### src/mfso_pkg.sv
// Function
// - Code 22: closed while motor turns in reverse, open when forward.
// - Code 23: open with motor set one, closed with motor set two.
// - Code 24: closed while the motor is regenerating.
// - Code 25: closed during restart attempts; opens on clear or final trip.
// - Code 26: closed when overload level exceeds ninety percent of threshold.
// - Code 27: closed while heatsink temperature exceeds overheat threshold.
// - Code 29: closed when mechanical weakening is detected.
// - Code 31: closed at torque limit, in every control mode except V/f.
// - Code 32: closed at upper limit, lower limit, or below minimum frequency.
// - Code 33: closed when torque control reaches the speed limit.
// - Code 34: closed when zero-servo on and deviation within allowance.
// - Code 35: closed while outputting, open in stop, blocking, DC braking.
// - Code 36: mirrors the enable digital input.
// - Code 38: closed in local mode, open in remote mode.
// - Code 39: closed throughout speed search.
// - Codes 40/41: feedback below/above threshold longer than delay closes.
// - Code 44: closed during a fast stop from a digital input.
// - Code 46: closed after run given and rotor detection finished.
// - Code 49: brake closes on run and release; opens on stop and engage.
// - Codes 100 to 149 invert the function of code minus one hundred.
// - Code 37: 200 ms pulse per selected energy unit, 0.1 to 1000 kWh.
// - Energy never decreases on negative power; cleared on control power loss.
package mfso_pkg;
  localparam int          N_TERM       = 4;
  localparam int          AW           = 8;
  localparam int          DW           = 16;
  localparam int          CLK_HZ       = 10000000;
  localparam int          TICK_US      = 1000;
  localparam int          TICK_CYCLES  = TICK_US * (CLK_HZ / 1000000);
  localparam logic [7:0]  PULSE_MS     = 8'hC8;
  localparam logic [7:0]  INV_BASE     = 8'h64;
  localparam logic [7:0]  INV_LAST     = 8'h95;
  localparam logic [41:0] WH_UNIT_BASE = 42'h000015752A00;
  localparam logic [41:0] WH_TEN       = 42'h00000000000A;
  localparam logic [3:0]  PEND_MAX     = 4'hF;
  // Register indices
  localparam logic [AW-1:0] A_CODE0     = 8'h00;
  localparam logic [AW-1:0] A_WH_UNIT   = 8'h04;
  localparam logic [AW-1:0] A_MINF_SEL  = 8'h05;
  localparam logic [AW-1:0] A_REF_UP    = 8'h06;
  localparam logic [AW-1:0] A_REF_LO    = 8'h07;
  localparam logic [AW-1:0] A_REF_LO2   = 8'h08;
  localparam logic [AW-1:0] A_MIN_FREQ  = 8'h09;
  localparam logic [AW-1:0] A_SERVO_DEV = 8'h0A;
  localparam logic [AW-1:0] A_FB_LO_THR = 8'h0B;
  localparam logic [AW-1:0] A_FB_LO_DLY = 8'h0C;
  localparam logic [AW-1:0] A_FB_HI_THR = 8'h0D;
  localparam logic [AW-1:0] A_FB_HI_DLY = 8'h0E;
  localparam logic [AW-1:0] A_BRK_REL   = 8'h0F;
  localparam logic [AW-1:0] A_BRK_ENG   = 8'h10;
  localparam logic [AW-1:0] A_RST_LIM   = 8'h11;
  localparam logic [AW-1:0] A_OL_THR    = 8'h12;
  localparam logic [AW-1:0] A_OH_THR    = 8'h13;
  localparam logic [AW-1:0] A_STATUS    = 8'h14;
  localparam logic [AW-1:0] A_PULSES    = 8'h15;
  // Function codes
  localparam logic [7:0] F_REVERSE = 8'h16;
  localparam logic [7:0] F_MOTOR2  = 8'h17;
  localparam logic [7:0] F_REGEN   = 8'h18;
  localparam logic [7:0] F_RESTART = 8'h19;
  localparam logic [7:0] F_OL_PRE  = 8'h1A;
  localparam logic [7:0] F_OH_PRE  = 8'h1B;
  localparam logic [7:0] F_WEAK    = 8'h1D;
  localparam logic [7:0] F_TRQ_LIM = 8'h1F;
  localparam logic [7:0] F_SPD_LIM = 8'h20;
  localparam logic [7:0] F_SPD_TC  = 8'h21;
  localparam logic [7:0] F_SERVO   = 8'h22;
  localparam logic [7:0] F_FREQ    = 8'h23;
  localparam logic [7:0] F_ENABLE  = 8'h24;
  localparam logic [7:0] F_WH      = 8'h25;
  localparam logic [7:0] F_LOCAL   = 8'h26;
  localparam logic [7:0] F_SEARCH  = 8'h27;
  localparam logic [7:0] F_FB_LOW  = 8'h28;
  localparam logic [7:0] F_FB_HIGH = 8'h29;
  localparam logic [7:0] F_FSTOP   = 8'h2C;
  localparam logic [7:0] F_ROTOR   = 8'h2E;
  localparam logic [7:0] F_BRAKE   = 8'h31;
  localparam logic [15:0] REF_UP_RST  = 16'h1770;
  localparam logic [15:0] BRK_REL_RST = 16'h0014;
  localparam logic [15:0] BRK_ENG_RST = 16'h000A;
  localparam logic [15:0] OL_THR_RST  = 16'h03E8;
  localparam logic [15:0] OH_THR_RST  = 16'h0064;
  localparam logic [15:0] RST_LIM_RST = 16'h0003;

  typedef enum logic [2:0] {
    MFSO_VF, MFSO_OPEN_LOOP_VECTOR_MODE, MFSO_CLOSED_LOOP_VECTOR_MODE,
    MFSO_ADVANCED_OPEN_LOOP_MAGNET_MODE, MFSO_CLOSED_LOOP_MAGNET_MODE
  } mfso_ctrl_mode_t;

  typedef struct packed {
    logic                reverse;
    logic                motor2_sel;
    logic                regenerating;
    logic                restart_attempt;
    logic                fault_cleared;
    logic                fault_trip;
    logic [15:0]         ol_level;
    logic [15:0]         hs_temp;
    logic                weakening_det;
    logic                at_torque_limit;
    mfso_ctrl_mode_t     ctrl_mode;
    logic [15:0]         freq_ref;
    logic                torque_ctrl;
    logic                at_speed_limit_tc;
    logic                servo_on;
    logic [15:0]         servo_dev;
    logic                outputting;
    logic                baseblock;
    logic                dc_braking;
    logic                enable_input;
    logic                local_mode;
    logic                speed_search;
    logic [15:0]         pid_fb;
    logic                fast_stop_di;
    logic                run_cmd;
    logic                rotor_det_done;
    logic [15:0]         out_freq;
    logic signed [15:0]  out_power;
    logic                ctrl_power_ok;
  } mfso_status_t;

  typedef struct packed {
    logic [AW-1:0] addr;
    logic [DW-1:0] wdata;
    logic          wr;
    logic          rd;
  } mfso_bus_req_t;
endpackage

### src/mfso_select.sv
`timescale 1ns/1ps
module mfso_select
  import mfso_pkg::*;
#(
  parameter int TICK_CYC = TICK_CYCLES
) (
  input  wire logic                clk,       // 10 MHz system clock
  input  wire logic                sys_rst,   // Synchronous reset, active high
  input  wire mfso_bus_req_t       bus_req,   // Register bus request
  output logic      [DW-1:0]       bus_rdata, // Read data, cycle after read strobe
  input  wire mfso_status_t        drv,       // Internal drive status
  output logic      [N_TERM-1:0]   term_out   // Terminal closed when high
);

  typedef struct packed {
    logic [N_TERM-1:0][7:0] code;
    logic [2:0]             wh_unit;
    logic [1:0]             minf_sel;
    logic [15:0]            ref_up;
    logic [15:0]            ref_lo;
    logic [15:0]            ref_lo2;
    logic [15:0]            min_freq;
    logic [15:0]            servo_dev;
    logic [15:0]            fb_lo_thr;
    logic [15:0]            fb_lo_dly;
    logic [15:0]            fb_hi_thr;
    logic [15:0]            fb_hi_dly;
    logic [15:0]            brk_rel;
    logic [15:0]            brk_eng;
    logic [7:0]             rst_lim;
    logic [15:0]            ol_thr;
    logic [15:0]            oh_thr;
    logic [N_TERM-1:0]      term;
    logic [DW-1:0]          rdata;
    logic                   restart_on;
    logic [7:0]             restart_cnt;
    logic [15:0]            fb_lo_cnt;
    logic [15:0]            fb_hi_cnt;
    logic                   fb_lo_flag;
    logic                   fb_hi_flag;
    logic                   brake;
    logic [15:0]            tick_cnt;
    logic [41:0]            energy;
    logic [3:0]             pend;
    logic                   pulse_on;
    logic [7:0]             pulse_ms;
    logic [15:0]            pulses;
  } mfso_state_t;

  mfso_state_t st_reg;
  mfso_state_t st_next;

  logic [63:0] cond;
  logic        tick;
  logic [19:0] ol_scaled;
  logic [19:0] ol_limit;
  logic [41:0] unit_amt;
  logic [41:0] energy_sum;

  // Energy per pulse in watt-milliseconds
  function automatic logic [41:0] wh_unit_size(input logic [2:0] sel);
    logic [41:0] amt;
    amt = WH_UNIT_BASE;
    case (sel)
      3'h1:    amt = 42'(WH_UNIT_BASE * WH_TEN);
      3'h2:    amt = 42'(WH_UNIT_BASE * WH_TEN * WH_TEN);
      3'h3:    amt = 42'(WH_UNIT_BASE * WH_TEN * WH_TEN * WH_TEN);
      3'h4:    amt = 42'(WH_UNIT_BASE * WH_TEN * WH_TEN * WH_TEN * WH_TEN);
      default: amt = WH_UNIT_BASE;
    endcase
    return amt;
  endfunction

  // Maps a setting code to a terminal level
  function automatic logic term_level(input logic [7:0] code, input logic [63:0] c);
    logic [7:0] base;
    logic       inv;
    logic       lvl;
    base = code;
    inv  = 1'b0;
    if (code >= INV_BASE && code <= INV_LAST) begin
      base = code - INV_BASE;
      inv  = 1'b1;
    end
    lvl = (base < 8'h40) ? c[base[5:0]] : 1'b0;
    return lvl ^ inv;
  endfunction

  assign tick      = (st_reg.tick_cnt == 16'(TICK_CYC - 1));
  assign ol_scaled = 20'(drv.ol_level) * 20'h0000A;
  assign ol_limit  = 20'(st_reg.ol_thr) * 20'h00009;
  assign unit_amt  = wh_unit_size(st_reg.wh_unit);

  always_comb begin
    energy_sum = st_reg.energy;
    if (tick && !drv.out_power[15]) begin
      energy_sum = st_reg.energy + 42'(drv.out_power);
    end
  end

  always_comb begin
    cond = '0;
    cond[F_REVERSE[5:0]] = drv.reverse;
    cond[F_MOTOR2[5:0]]  = drv.motor2_sel;
    cond[F_REGEN[5:0]]   = drv.regenerating;
    cond[F_RESTART[5:0]] = st_reg.restart_on;
    cond[F_OL_PRE[5:0]]  = ol_scaled > ol_limit;
    cond[F_OH_PRE[5:0]]  = drv.hs_temp > st_reg.oh_thr;
    cond[F_WEAK[5:0]]    = drv.weakening_det;
    cond[F_TRQ_LIM[5:0]] = drv.at_torque_limit && (drv.ctrl_mode != MFSO_VF);
    cond[F_SPD_LIM[5:0]] = (drv.freq_ref >= st_reg.ref_up)
                         || (drv.freq_ref <= st_reg.ref_lo)
                         || (drv.freq_ref <= st_reg.ref_lo2)
                         || ((st_reg.minf_sel != 2'h0)
                             && (drv.freq_ref < st_reg.min_freq));
    cond[F_SPD_TC[5:0]]  = drv.torque_ctrl && drv.at_speed_limit_tc;
    cond[F_SERVO[5:0]]   = drv.servo_on && (drv.servo_dev <= st_reg.servo_dev);
    cond[F_FREQ[5:0]]    = drv.outputting && !drv.baseblock && !drv.dc_braking;
    cond[F_ENABLE[5:0]]  = drv.enable_input;
    cond[F_WH[5:0]]      = st_reg.pulse_on;
    cond[F_LOCAL[5:0]]   = drv.local_mode;
    cond[F_SEARCH[5:0]]  = drv.speed_search;
    cond[F_FB_LOW[5:0]]  = st_reg.fb_lo_flag;
    cond[F_FB_HIGH[5:0]] = st_reg.fb_hi_flag;
    cond[F_FSTOP[5:0]]   = drv.fast_stop_di;
    cond[F_ROTOR[5:0]]   = drv.run_cmd && drv.rotor_det_done;
    cond[F_BRAKE[5:0]]   = st_reg.brake;
  end

  always_comb begin
    st_next = st_reg;
    // Register writes
    if (bus_req.wr) begin
      if (bus_req.addr < A_WH_UNIT) begin
        st_next.code[bus_req.addr[1:0]] = bus_req.wdata[7:0];
      end
      case (bus_req.addr)
        A_WH_UNIT:   st_next.wh_unit   = bus_req.wdata[2:0];
        A_MINF_SEL:  st_next.minf_sel  = bus_req.wdata[1:0];
        A_REF_UP:    st_next.ref_up    = bus_req.wdata;
        A_REF_LO:    st_next.ref_lo    = bus_req.wdata;
        A_REF_LO2:   st_next.ref_lo2   = bus_req.wdata;
        A_MIN_FREQ:  st_next.min_freq  = bus_req.wdata;
        A_SERVO_DEV: st_next.servo_dev = bus_req.wdata;
        A_FB_LO_THR: st_next.fb_lo_thr = bus_req.wdata;
        A_FB_LO_DLY: st_next.fb_lo_dly = bus_req.wdata;
        A_FB_HI_THR: st_next.fb_hi_thr = bus_req.wdata;
        A_FB_HI_DLY: st_next.fb_hi_dly = bus_req.wdata;
        A_BRK_REL:   st_next.brk_rel   = bus_req.wdata;
        A_BRK_ENG:   st_next.brk_eng   = bus_req.wdata;
        A_RST_LIM:   st_next.rst_lim   = bus_req.wdata[7:0];
        A_OL_THR:    st_next.ol_thr    = bus_req.wdata;
        A_OH_THR:    st_next.oh_thr    = bus_req.wdata;
        default:     st_next.rdata     = st_reg.rdata;
      endcase
    end
    // Read data stands for one cycle only
    st_next.rdata = '0;
    if (bus_req.rd) begin
      if (bus_req.addr < A_WH_UNIT) begin
        st_next.rdata = {8'h00, st_reg.code[bus_req.addr[1:0]]};
      end
      case (bus_req.addr)
        A_WH_UNIT:   st_next.rdata = {13'h0000, st_reg.wh_unit};
        A_MINF_SEL:  st_next.rdata = {14'h0000, st_reg.minf_sel};
        A_REF_UP:    st_next.rdata = st_reg.ref_up;
        A_REF_LO:    st_next.rdata = st_reg.ref_lo;
        A_REF_LO2:   st_next.rdata = st_reg.ref_lo2;
        A_MIN_FREQ:  st_next.rdata = st_reg.min_freq;
        A_SERVO_DEV: st_next.rdata = st_reg.servo_dev;
        A_FB_LO_THR: st_next.rdata = st_reg.fb_lo_thr;
        A_FB_LO_DLY: st_next.rdata = st_reg.fb_lo_dly;
        A_FB_HI_THR: st_next.rdata = st_reg.fb_hi_thr;
        A_FB_HI_DLY: st_next.rdata = st_reg.fb_hi_dly;
        A_BRK_REL:   st_next.rdata = st_reg.brk_rel;
        A_BRK_ENG:   st_next.rdata = st_reg.brk_eng;
        A_RST_LIM:   st_next.rdata = {8'h00, st_reg.rst_lim};
        A_OL_THR:    st_next.rdata = st_reg.ol_thr;
        A_OH_THR:    st_next.rdata = st_reg.oh_thr;
        A_STATUS:    st_next.rdata = {st_reg.restart_cnt, st_reg.pulse_on, st_reg.brake,
                                      st_reg.fb_hi_flag, st_reg.fb_lo_flag, st_reg.term};
        A_PULSES:    st_next.rdata = st_reg.pulses;
        default:     st_next.rdata = st_next.rdata;
      endcase
    end

    // Automatic restart tracking
    if (drv.restart_attempt) begin
      st_next.restart_on  = 1'b1;
      st_next.restart_cnt = st_reg.restart_cnt + 8'h01;
    end else if (drv.fault_cleared) begin
      st_next.restart_on  = 1'b0;
      st_next.restart_cnt = 8'h00;
    end else if (drv.fault_trip && st_reg.restart_cnt >= st_reg.rst_lim) begin
      st_next.restart_on  = 1'b0;
      st_next.restart_cnt = 8'h00;
    end

    // Millisecond time base
    st_next.tick_cnt = tick ? 16'h0000 : st_reg.tick_cnt + 16'h0001;

    // Feedback low/high with delay in milliseconds
    if (drv.pid_fb >= st_reg.fb_lo_thr) begin
      st_next.fb_lo_cnt  = 16'h0000;
      st_next.fb_lo_flag = 1'b0;
    end else if (tick) begin
      if (st_reg.fb_lo_cnt >= st_reg.fb_lo_dly) begin
        st_next.fb_lo_flag = 1'b1;
      end else begin
        st_next.fb_lo_cnt = st_reg.fb_lo_cnt + 16'h0001;
      end
    end
    if (drv.pid_fb <= st_reg.fb_hi_thr) begin
      st_next.fb_hi_cnt  = 16'h0000;
      st_next.fb_hi_flag = 1'b0;
    end else if (tick) begin
      if (st_reg.fb_hi_cnt >= st_reg.fb_hi_dly) begin
        st_next.fb_hi_flag = 1'b1;
      end else begin
        st_next.fb_hi_cnt = st_reg.fb_hi_cnt + 16'h0001;
      end
    end

    // Brake hysteresis: close needs both, open needs both
    if (drv.run_cmd && drv.out_freq >= st_reg.brk_rel) begin
      st_next.brake = 1'b1;
    end else if (!drv.run_cmd && drv.out_freq <= st_reg.brk_eng) begin
      st_next.brake = 1'b0;
    end

    // Energy accumulation and pulse queue
    st_next.energy = energy_sum;
    if (energy_sum >= unit_amt) begin
      st_next.energy = energy_sum - unit_amt;
      if (st_reg.pend != PEND_MAX) begin
        st_next.pend = st_reg.pend + 4'h1;
      end
    end
    if (tick) begin
      if (st_reg.pulse_on) begin
        if (st_reg.pulse_ms == PULSE_MS - 8'h01) begin
          st_next.pulse_on = 1'b0;
        end else begin
          st_next.pulse_ms = st_reg.pulse_ms + 8'h01;
        end
      end else if (st_next.pend != 4'h0) begin
        st_next.pulse_on = 1'b1;
        st_next.pulse_ms = 8'h00;
        st_next.pend     = st_next.pend - 4'h1;
        st_next.pulses   = st_reg.pulses + 16'h0001;
      end
    end
    if (!drv.ctrl_power_ok) begin
      st_next.energy = '0;
      st_next.pend   = 4'h0;
    end

    for (int i = 0; i < N_TERM; i++) begin
      st_next.term[i] = term_level(st_reg.code[i], cond);
    end
  end

  always_ff @(posedge clk) begin
    if (sys_rst) begin
      st_reg         <= '0;
      st_reg.ref_up  <= REF_UP_RST;
      st_reg.brk_rel <= BRK_REL_RST;
      st_reg.brk_eng <= BRK_ENG_RST;
      st_reg.ol_thr  <= OL_THR_RST;
      st_reg.oh_thr  <= OH_THR_RST;
      st_reg.rst_lim <= RST_LIM_RST[7:0];
    end else begin
      st_reg <= st_next;
    end
  end

  assign term_out  = st_reg.term;
  assign bus_rdata = st_reg.rdata;

endmodule

### config.mk
export PLATFORM = sky130hd
export DESIGN_NAME = mfso_select
export DESIGN_NICKNAME = d
export VERILOG_FILES = /design/src/mfso_pkg.sv /design/src/mfso_select.sv
export SDC_FILE = /design/constraint.sdc
export NUM_CORES = 2
export LEC_CHECK = 0
export ABC_CLOCK_PERIOD_IN_PS = 7800
export BUFFER_PORTS_ARGS = -buffer_cell sky130_fd_sc_hd__buf_4
export CORE_UTILIZATION = 44
export CTS_BUF_LIST = sky130_fd_sc_hd__clkbuf_2 sky130_fd_sc_hd__clkbuf_4 sky130_fd_sc_hd__clkbuf_8
export DETAILED_ROUTE_END_ITERATION = 8
export GPL_ROUTABILITY_DRIVEN = 0
export PLACE_DENSITY_LB_ADDON = 0.1
export SLEW_MARGIN = 20
export SYNTH_ARGS = -nofsm -noshare
export SYNTH_HDL_FRONTEND = slang
export SYNTH_SLANG_ARGS = --single-unit
### constraint.sdc
create_clock -name clk -period 7.8 [get_ports clk]
set_input_delay 1.56 -clock clk [delete_from_list [all_inputs] [get_ports clk]]
set_output_delay 1.56 -clock clk [all_outputs]
set_load 0.03 [all_outputs]
## Yosys cells after proc, flatten, opt, wreduce, memory -nomap -nowiden

Index checks and enable logic that the tools add are counted.

- Multiplexer cells: 43
- Reduce and logical (&&, ||, !) cells: 57
- Magnitude comparators: 34
- Eq/ne operators: 26
- Multiply operators: 2
- Bitwise gates (word level): 9
- $add $sub $neg: 14

Operators with widths:

| cell | count |
|---|---|
| 16-bit case mux with 18 select lines | 1 |
| 42-bit case mux with 4 select lines | 1 |
| 16-bit greater-or-equal comparator | 5 |
| 16-bit less-or-equal comparator | 5 |
| 16-bit by 1-bit adder with 16-bit output (second input constant) | 4 |
| 8-bit by 4-bit == test with 1-bit output (second input constant) | 8 |
| 8-bit two-way mux | 8 |
| 29-bit two-way mux | 2 |
| 8-bit by 5-bit == test with 1-bit output (second input constant) | 6 |
| 46-bit two-way mux | 1 |
| 42-bit adder | 1 |
| 42-bit greater-or-equal comparator | 1 |
| 42-bit two-way mux | 1 |
| 2-bit AND reduction | 21 |
| 42-bit subtractor | 1 |
| 9-bit two-way mux | 4 |
| 32-bit bitwise mux | 1 |
| 8-bit by 3-bit == test with 1-bit output (second input constant) | 4 |
| 8-bit by 7-bit greater-or-equal comparator with 1-bit output (second input constant) | 4 |
| 8-bit less-or-equal comparator (second input constant) | 4 |
| 8-bit by 7-bit less-than comparator with 1-bit output (second input constant) | 4 |
| 8-bit by 7-bit subtractor with 8-bit output (second input constant) | 4 |
| 6-bit by 7-bit less-than comparator with 1-bit output (second input constant) | 4 |
| 1-bit binary-select mux with 6-bit select | 4 |
| other kinds (34) | 86 |

- Output and inout port bits: 20
- Register bits: 404
- Word-level logic and storage cells: 220
- Input bits: 164

## Longest topological paths before layout

- Depth in word-level cells: 9
- Gate-level depth with buffers: 30
- Depth with buffers taken out: 30

## Least setup slack after synthesis

No wires, ideal clock.

- Path type: input -> register
- Start point: in drv[2] (netlist name)
- End point: reg st_reg[10] (netlist name)
- Cell stages on the path: 28
- Required time: 7.679 ns
- Path buffers: 1
- Setup time: 0.121 ns
- Arrival: 7.706 ns
- Setup slack: -0.027 ns
- Cell sequence: ha_1 -> a211oi_1 -> o21ai_1 -> a21o_1 -> o31a_1 -> a41oi_2 -> o21a_1 -> o21ai_0 -> a21oi_1 -> xor2_1 -> o21ai_0 -> ha_1 -> nand2_1 -> nor2_1 -> nand4_1 -> nor4_1 -> nand4_1 -> or4_1 -> a211o_1 -> a2111oi_0 -> nor3_1 -> nor2_1 -> ha_1 -> nor2b_1 -> nor4b_2 -> buf_6 -> nor3_2 -> mux2_4

- Longest elaborated chain between the ends: 6

Ends and longest elaborated chain:

| what | line | text |
|---|---|---|
| start: declaration | mfso_select.sv:11 | `input wire mfso_status_t drv,` |
| 42-bit adder | mfso_select.sv:97 | `energy_sum = st_reg.energy + 42'(drv.out_power);` |
| 42-bit two-way mux | mfso_select.sv:96 | `if (tick && !drv.out_power[15]) begin` |
| 42-bit greater-or-equal comparator | mfso_select.sv:233 | `if (energy_sum >= unit_amt) begin` |
| 46-bit two-way mux | mfso_select.sv:233 |  |
| 4-bit nonzero test | mfso_select.sv:246 | `end else if (st_next.pend != 4'h0) begin` |
| 3-bit AND reduction (no source line) | - |  |
| end signal: assignment | mfso_select.sv:273 | `st_reg <= st_next;` |
| end: declaration | mfso_select.sv:50 | `mfso_state_t st_reg;` |

Every way passes these cells.
A chain may end at the register's enable or synchronous reset.

## Final worst setup path

- Start point: in drv[1] (netlist name)
- End point: reg st_reg[13] (netlist name)

The elaborated chain is that of the path after synthesis.

==> results.py <==
metrics = {
    "critical_path": {
        "criticalPathCategory": "input pin to register",
        "crit_path_end_kind": "register",
        "reg2reg_slack_ps": 1010,
        "slowest_delay_ps": 470,
        "cp_data_required_time_ps": 8350,
        "worst_setup_sp_type": "input pin",
        "critPathMostFrequentCell": "sky130_fd_sc_hd__ha_1",
        "crit_family": "compound AO/OA/AOI/OAI gates",
        "crit_fanout": 10,
        "timing.critical_path.arrival_ps": 8040,
        "crit_path_top_delay_cell": "sky130_fd_sc_hd__or4_1",
        "crit_buf_inv": 3,
    },
    "timing": {
        "finalHoldViolCount": 0,
        "unrepaired_setup_endpoints_after_global_routing": "no",
        "report.final.setup_viol": 0,
        "setup-tns-final_ps": 0,
        "timing.fmax_mhz": 134,
        "worstMarginPinSlew_ps": 1210,
        "timing.hold.ws_ps": 454,
        "min_period_ps": 7480,
        "final-max-slew-violation-count": 0,
        "post-route-period-util": 0.960,
        "timing.max_slew.rel_slack": 0.182,
        "fin_skew_ps": 30.9,
    },
    "worst_hold_path": {
        "worstHoldPathType": "register to register",
    },
    "pwr": {
        "report.power.total_mw": 7.95,
        "internal_power_mw": 5.03,
        "ir_drop_mv": 0.253,
        "powerDensity_nw_per_um2": 230,
        "p_switching_mw": 2.92,
        "p_sw_frac": 0.367,
        "power_frac_clock": 0.294,
        "seqPwrFrac": 0.276,
        "share_of_power_burned_in_combinational_logic": 0.430,
        "p_leak_nw": 13.8,
    },
    "grt": {
        "first_global_vias": 26900,
        "global_route_wire_length_before_repair_um": 159000,
        "gr-total-overflow": 0,
        "antenna_found_initial": 4,
        "grt_start_max_net_pins": 125,
        "gr-usage-all-layers": 0.295,
    },
    "drt": {
        "wirelength_um": 105000,
        "dr.pass1.iters": 9,
        "wl_per_cell_um": 20.6,
        "remaining_drc_errors": 0,
        "ant_nets": 0,
        "post_drt_via_cell_ratio": 5.72,
        "detailedRoute.firstIterationViolations": 2464,
        "detailroute.via_count": 29100,
    },
    "cells_and_area": {
        "largest_register_ffs": 379,
        "finished_layout_cell_area_sq_um": 34500,
        "final_core_util": 0.513,
        "layout_overhead_on_the_synthesized_area_pct": 15.3,
        "layout.nets": 4689,
        "n_fill_cell": 6719,
        "post_route_cells_drive_above_1_share": 0.136,
    },
    "placement": {
        "placement.io_buffers": 183,
        "dpl_cell_area_sq_um": 32800,
        "place.detailed.hpwl_um": 78500,
    },
    "synthesis": {
        "count_of_yosys_warnings_during_synthesis": 0,
        "synth-seq-area-share": 0.270,
        "synth.cells.most_frequent": "719 x sky130_fd_sc_hd__nand2_1, 424 x sky130_fd_sc_hd__a21oi_1, 404 x sky130_fd_sc_hd__dfxtp_1",
        "synth-seq-cells": 404,
        "yosysTopAreaCellShare": 0.270,
        "synth_top_area_cell": "sky130_fd_sc_hd__dfxtp_1",
        "synth_edf_count": 0,
        "syn-cell-area_sq_um": 29900,
        "synth.most_common_cell": "sky130_fd_sc_hd__nand2_1",
        "postSynthCellCount": 3953,
        "async_reset_ff_frac": 0,
        "ys_top_cells_by_area": "sky130_fd_sc_hd__dfxtp_1 27%, sky130_fd_sc_hd__ha_1 15%, sky130_fd_sc_hd__nand2_1 9.0%, sky130_fd_sc_hd__a21oi_1 7.1%, sky130_fd_sc_hd__inv_1 3.8%",
        "synth.avg_cell_area_sq_um": 7.57,
        "yosys_most_used_dff": "sky130_fd_sc_hd__dfxtp_1",
        "synthesized_nets": 4480,
        "synth.distinct_cells": 94,
    },
    "die": {
        "num_io_pins": 184,
        "fp.coreArea_sq_um": 67300,
        "placement_rows": 95,
        "design.die.area_sq_um": 69100,
        "die_x_um": 263,
        "die_height_um": 263,
        "floorplan.initialDensity": 0.445,
    },
    "clock_network": {
        "cts_resized": 0,
        "clock_tree_from_tritoncts": "yes",
        "clock_tree.htree_level_count": 3,
        "cts_post_setup_buffers_inserted": 0,
        "clkLatencyLatePin_ps": 680,
        "numClockSinks": 404,
        "clk_pin_slew_worst_paths_ps": 60,
        "clockRootBuffer": "sky130_fd_sc_hd__clkbuf_8",
        "ctsHoldBuffers": 0,
        "cts_buf_count": 76,
        "maximum_root_to_sink_buffer_count": 3,
    },
    "job": {
        "max_cap_viol_count": 0,
    },
    "outcome": {
        "run_status": "finished, final reports clean",
    },
}
[path summary, 6_finish.rpt]
| check | from | end | cells after the start |
|---|---|---|---|
| worst max-delay path | drv[1] | st_reg[13] | 30 |
| worst min register to register | st_reg[234] | st_reg[234] | 2 |
| worst max register to register | st_reg[29] | st_reg[13] | 29 |
| worst min-delay path | st_reg[234] | st_reg[234] | 2 |
[placed cells by master, fill, tap and decap left out, types with 15 or more instances in the layout]
master,instances
sky130_fd_sc_hd__nand2b_1,39
sky130_fd_sc_hd__a211oi_1,20
sky130_fd_sc_hd__nor3_1,55
sky130_fd_sc_hd__dfxtp_1,404
sky130_fd_sc_hd__nand2_1,719
sky130_fd_sc_hd__buf_4,337
sky130_fd_sc_hd__nand4_1,66
sky130_fd_sc_hd__a222oi_1,19
sky130_fd_sc_hd__o21a_1,36
sky130_fd_sc_hd__ha_1,359
sky130_fd_sc_hd__mux4_2,15
sky130_fd_sc_hd__and3_1,26
sky130_fd_sc_hd__and2_1,29
sky130_fd_sc_hd__a221oi_1,20
sky130_fd_sc_hd__or3_1,21
sky130_fd_sc_hd__a21o_1,79
sky130_fd_sc_hd__clkbuf_8,97
sky130_fd_sc_hd__xnor2_1,81
sky130_fd_sc_hd__a31oi_1,20
sky130_fd_sc_hd__nand3b_1,26
sky130_fd_sc_hd__o211ai_1,15
sky130_fd_sc_hd__o21ai_0,163
sky130_fd_sc_hd__nor2b_1,59
sky130_fd_sc_hd__mux2i_1,36
sky130_fd_sc_hd__a22oi_1,65
sky130_fd_sc_hd__mux2_2,20
sky130_fd_sc_hd__xor2_1,48
sky130_fd_sc_hd__nand3_1,101
sky130_fd_sc_hd__a21oi_1,422
sky130_fd_sc_hd__inv_1,302
sky130_fd_sc_hd__nor2_1,237
[power by group through the flow]
stage | Combinational [mW] | Sequential (mW) | Clock, mW
floorplan | 2.07 | 2.22 | 0
global placement | 3.34 | 2.24 | 0
detailed placement | 3.32 | 2.24 | 0
CTS | 3.34 | 2.19 | 2.37
global route | 3.75 | 2.20 | 2.46
finish | 3.42 | 2.19 | 2.33
[layout make-up]
type | instances | area (sq um) | share of cell area
Antenna cell | 1 | 2.50 | 0.0000725
Clock buffer | 111 | 1440 | 0.0417
Clock inverter | 20 | 238 | 0.00689
Inverter | 302 | 1130 | 0.0329
Multi-Input combinational cell | 3036 | 19900 | 0.576
Sequential cell | 404 | 8090 | 0.234
Tap cell | 873 | 1090 | 0.0317
Timing Repair Buffer | 342 | 2630 | 0.0761
[kinds of logic after synthesis]
family	synth area share
AND/OR/NAND/NOR	0.222
XOR/XNOR	0.0378
adder cells (fa/ha/maj)	0.153
multiplexers	0.0366
AO/OA/AOI/OAI	0.212
flip-flops	0.270
buffers and inverters	0.0682
[stage by stage]
step	setup slack, ps	std cells
floorplan	126	3953
global placement	-444	4957
detailed placement	-525	4957
CTS	149	5088
global route	2.63	5089
finish	315	5089
[layer usage]
layer  part of all wire  GRT usage  vias to the layer above
li1                   -          -                    14300
met1               0.43      0.386                    13600
met2               0.46      0.489                     1002
met3              0.063     0.0364                      202
met4              0.041      0.119                        0
met5                  0          0                        -
[tightest hold or removal path, stage by stage, from the launching register on]
cell	delay (ps)
sky130_fd_sc_hd__dfxtp_1	310
sky130_fd_sc_hd__nand2_1	50
sky130_fd_sc_hd__a21oi_1	50
No activity file was read; power rests on OpenSTA's default activity.
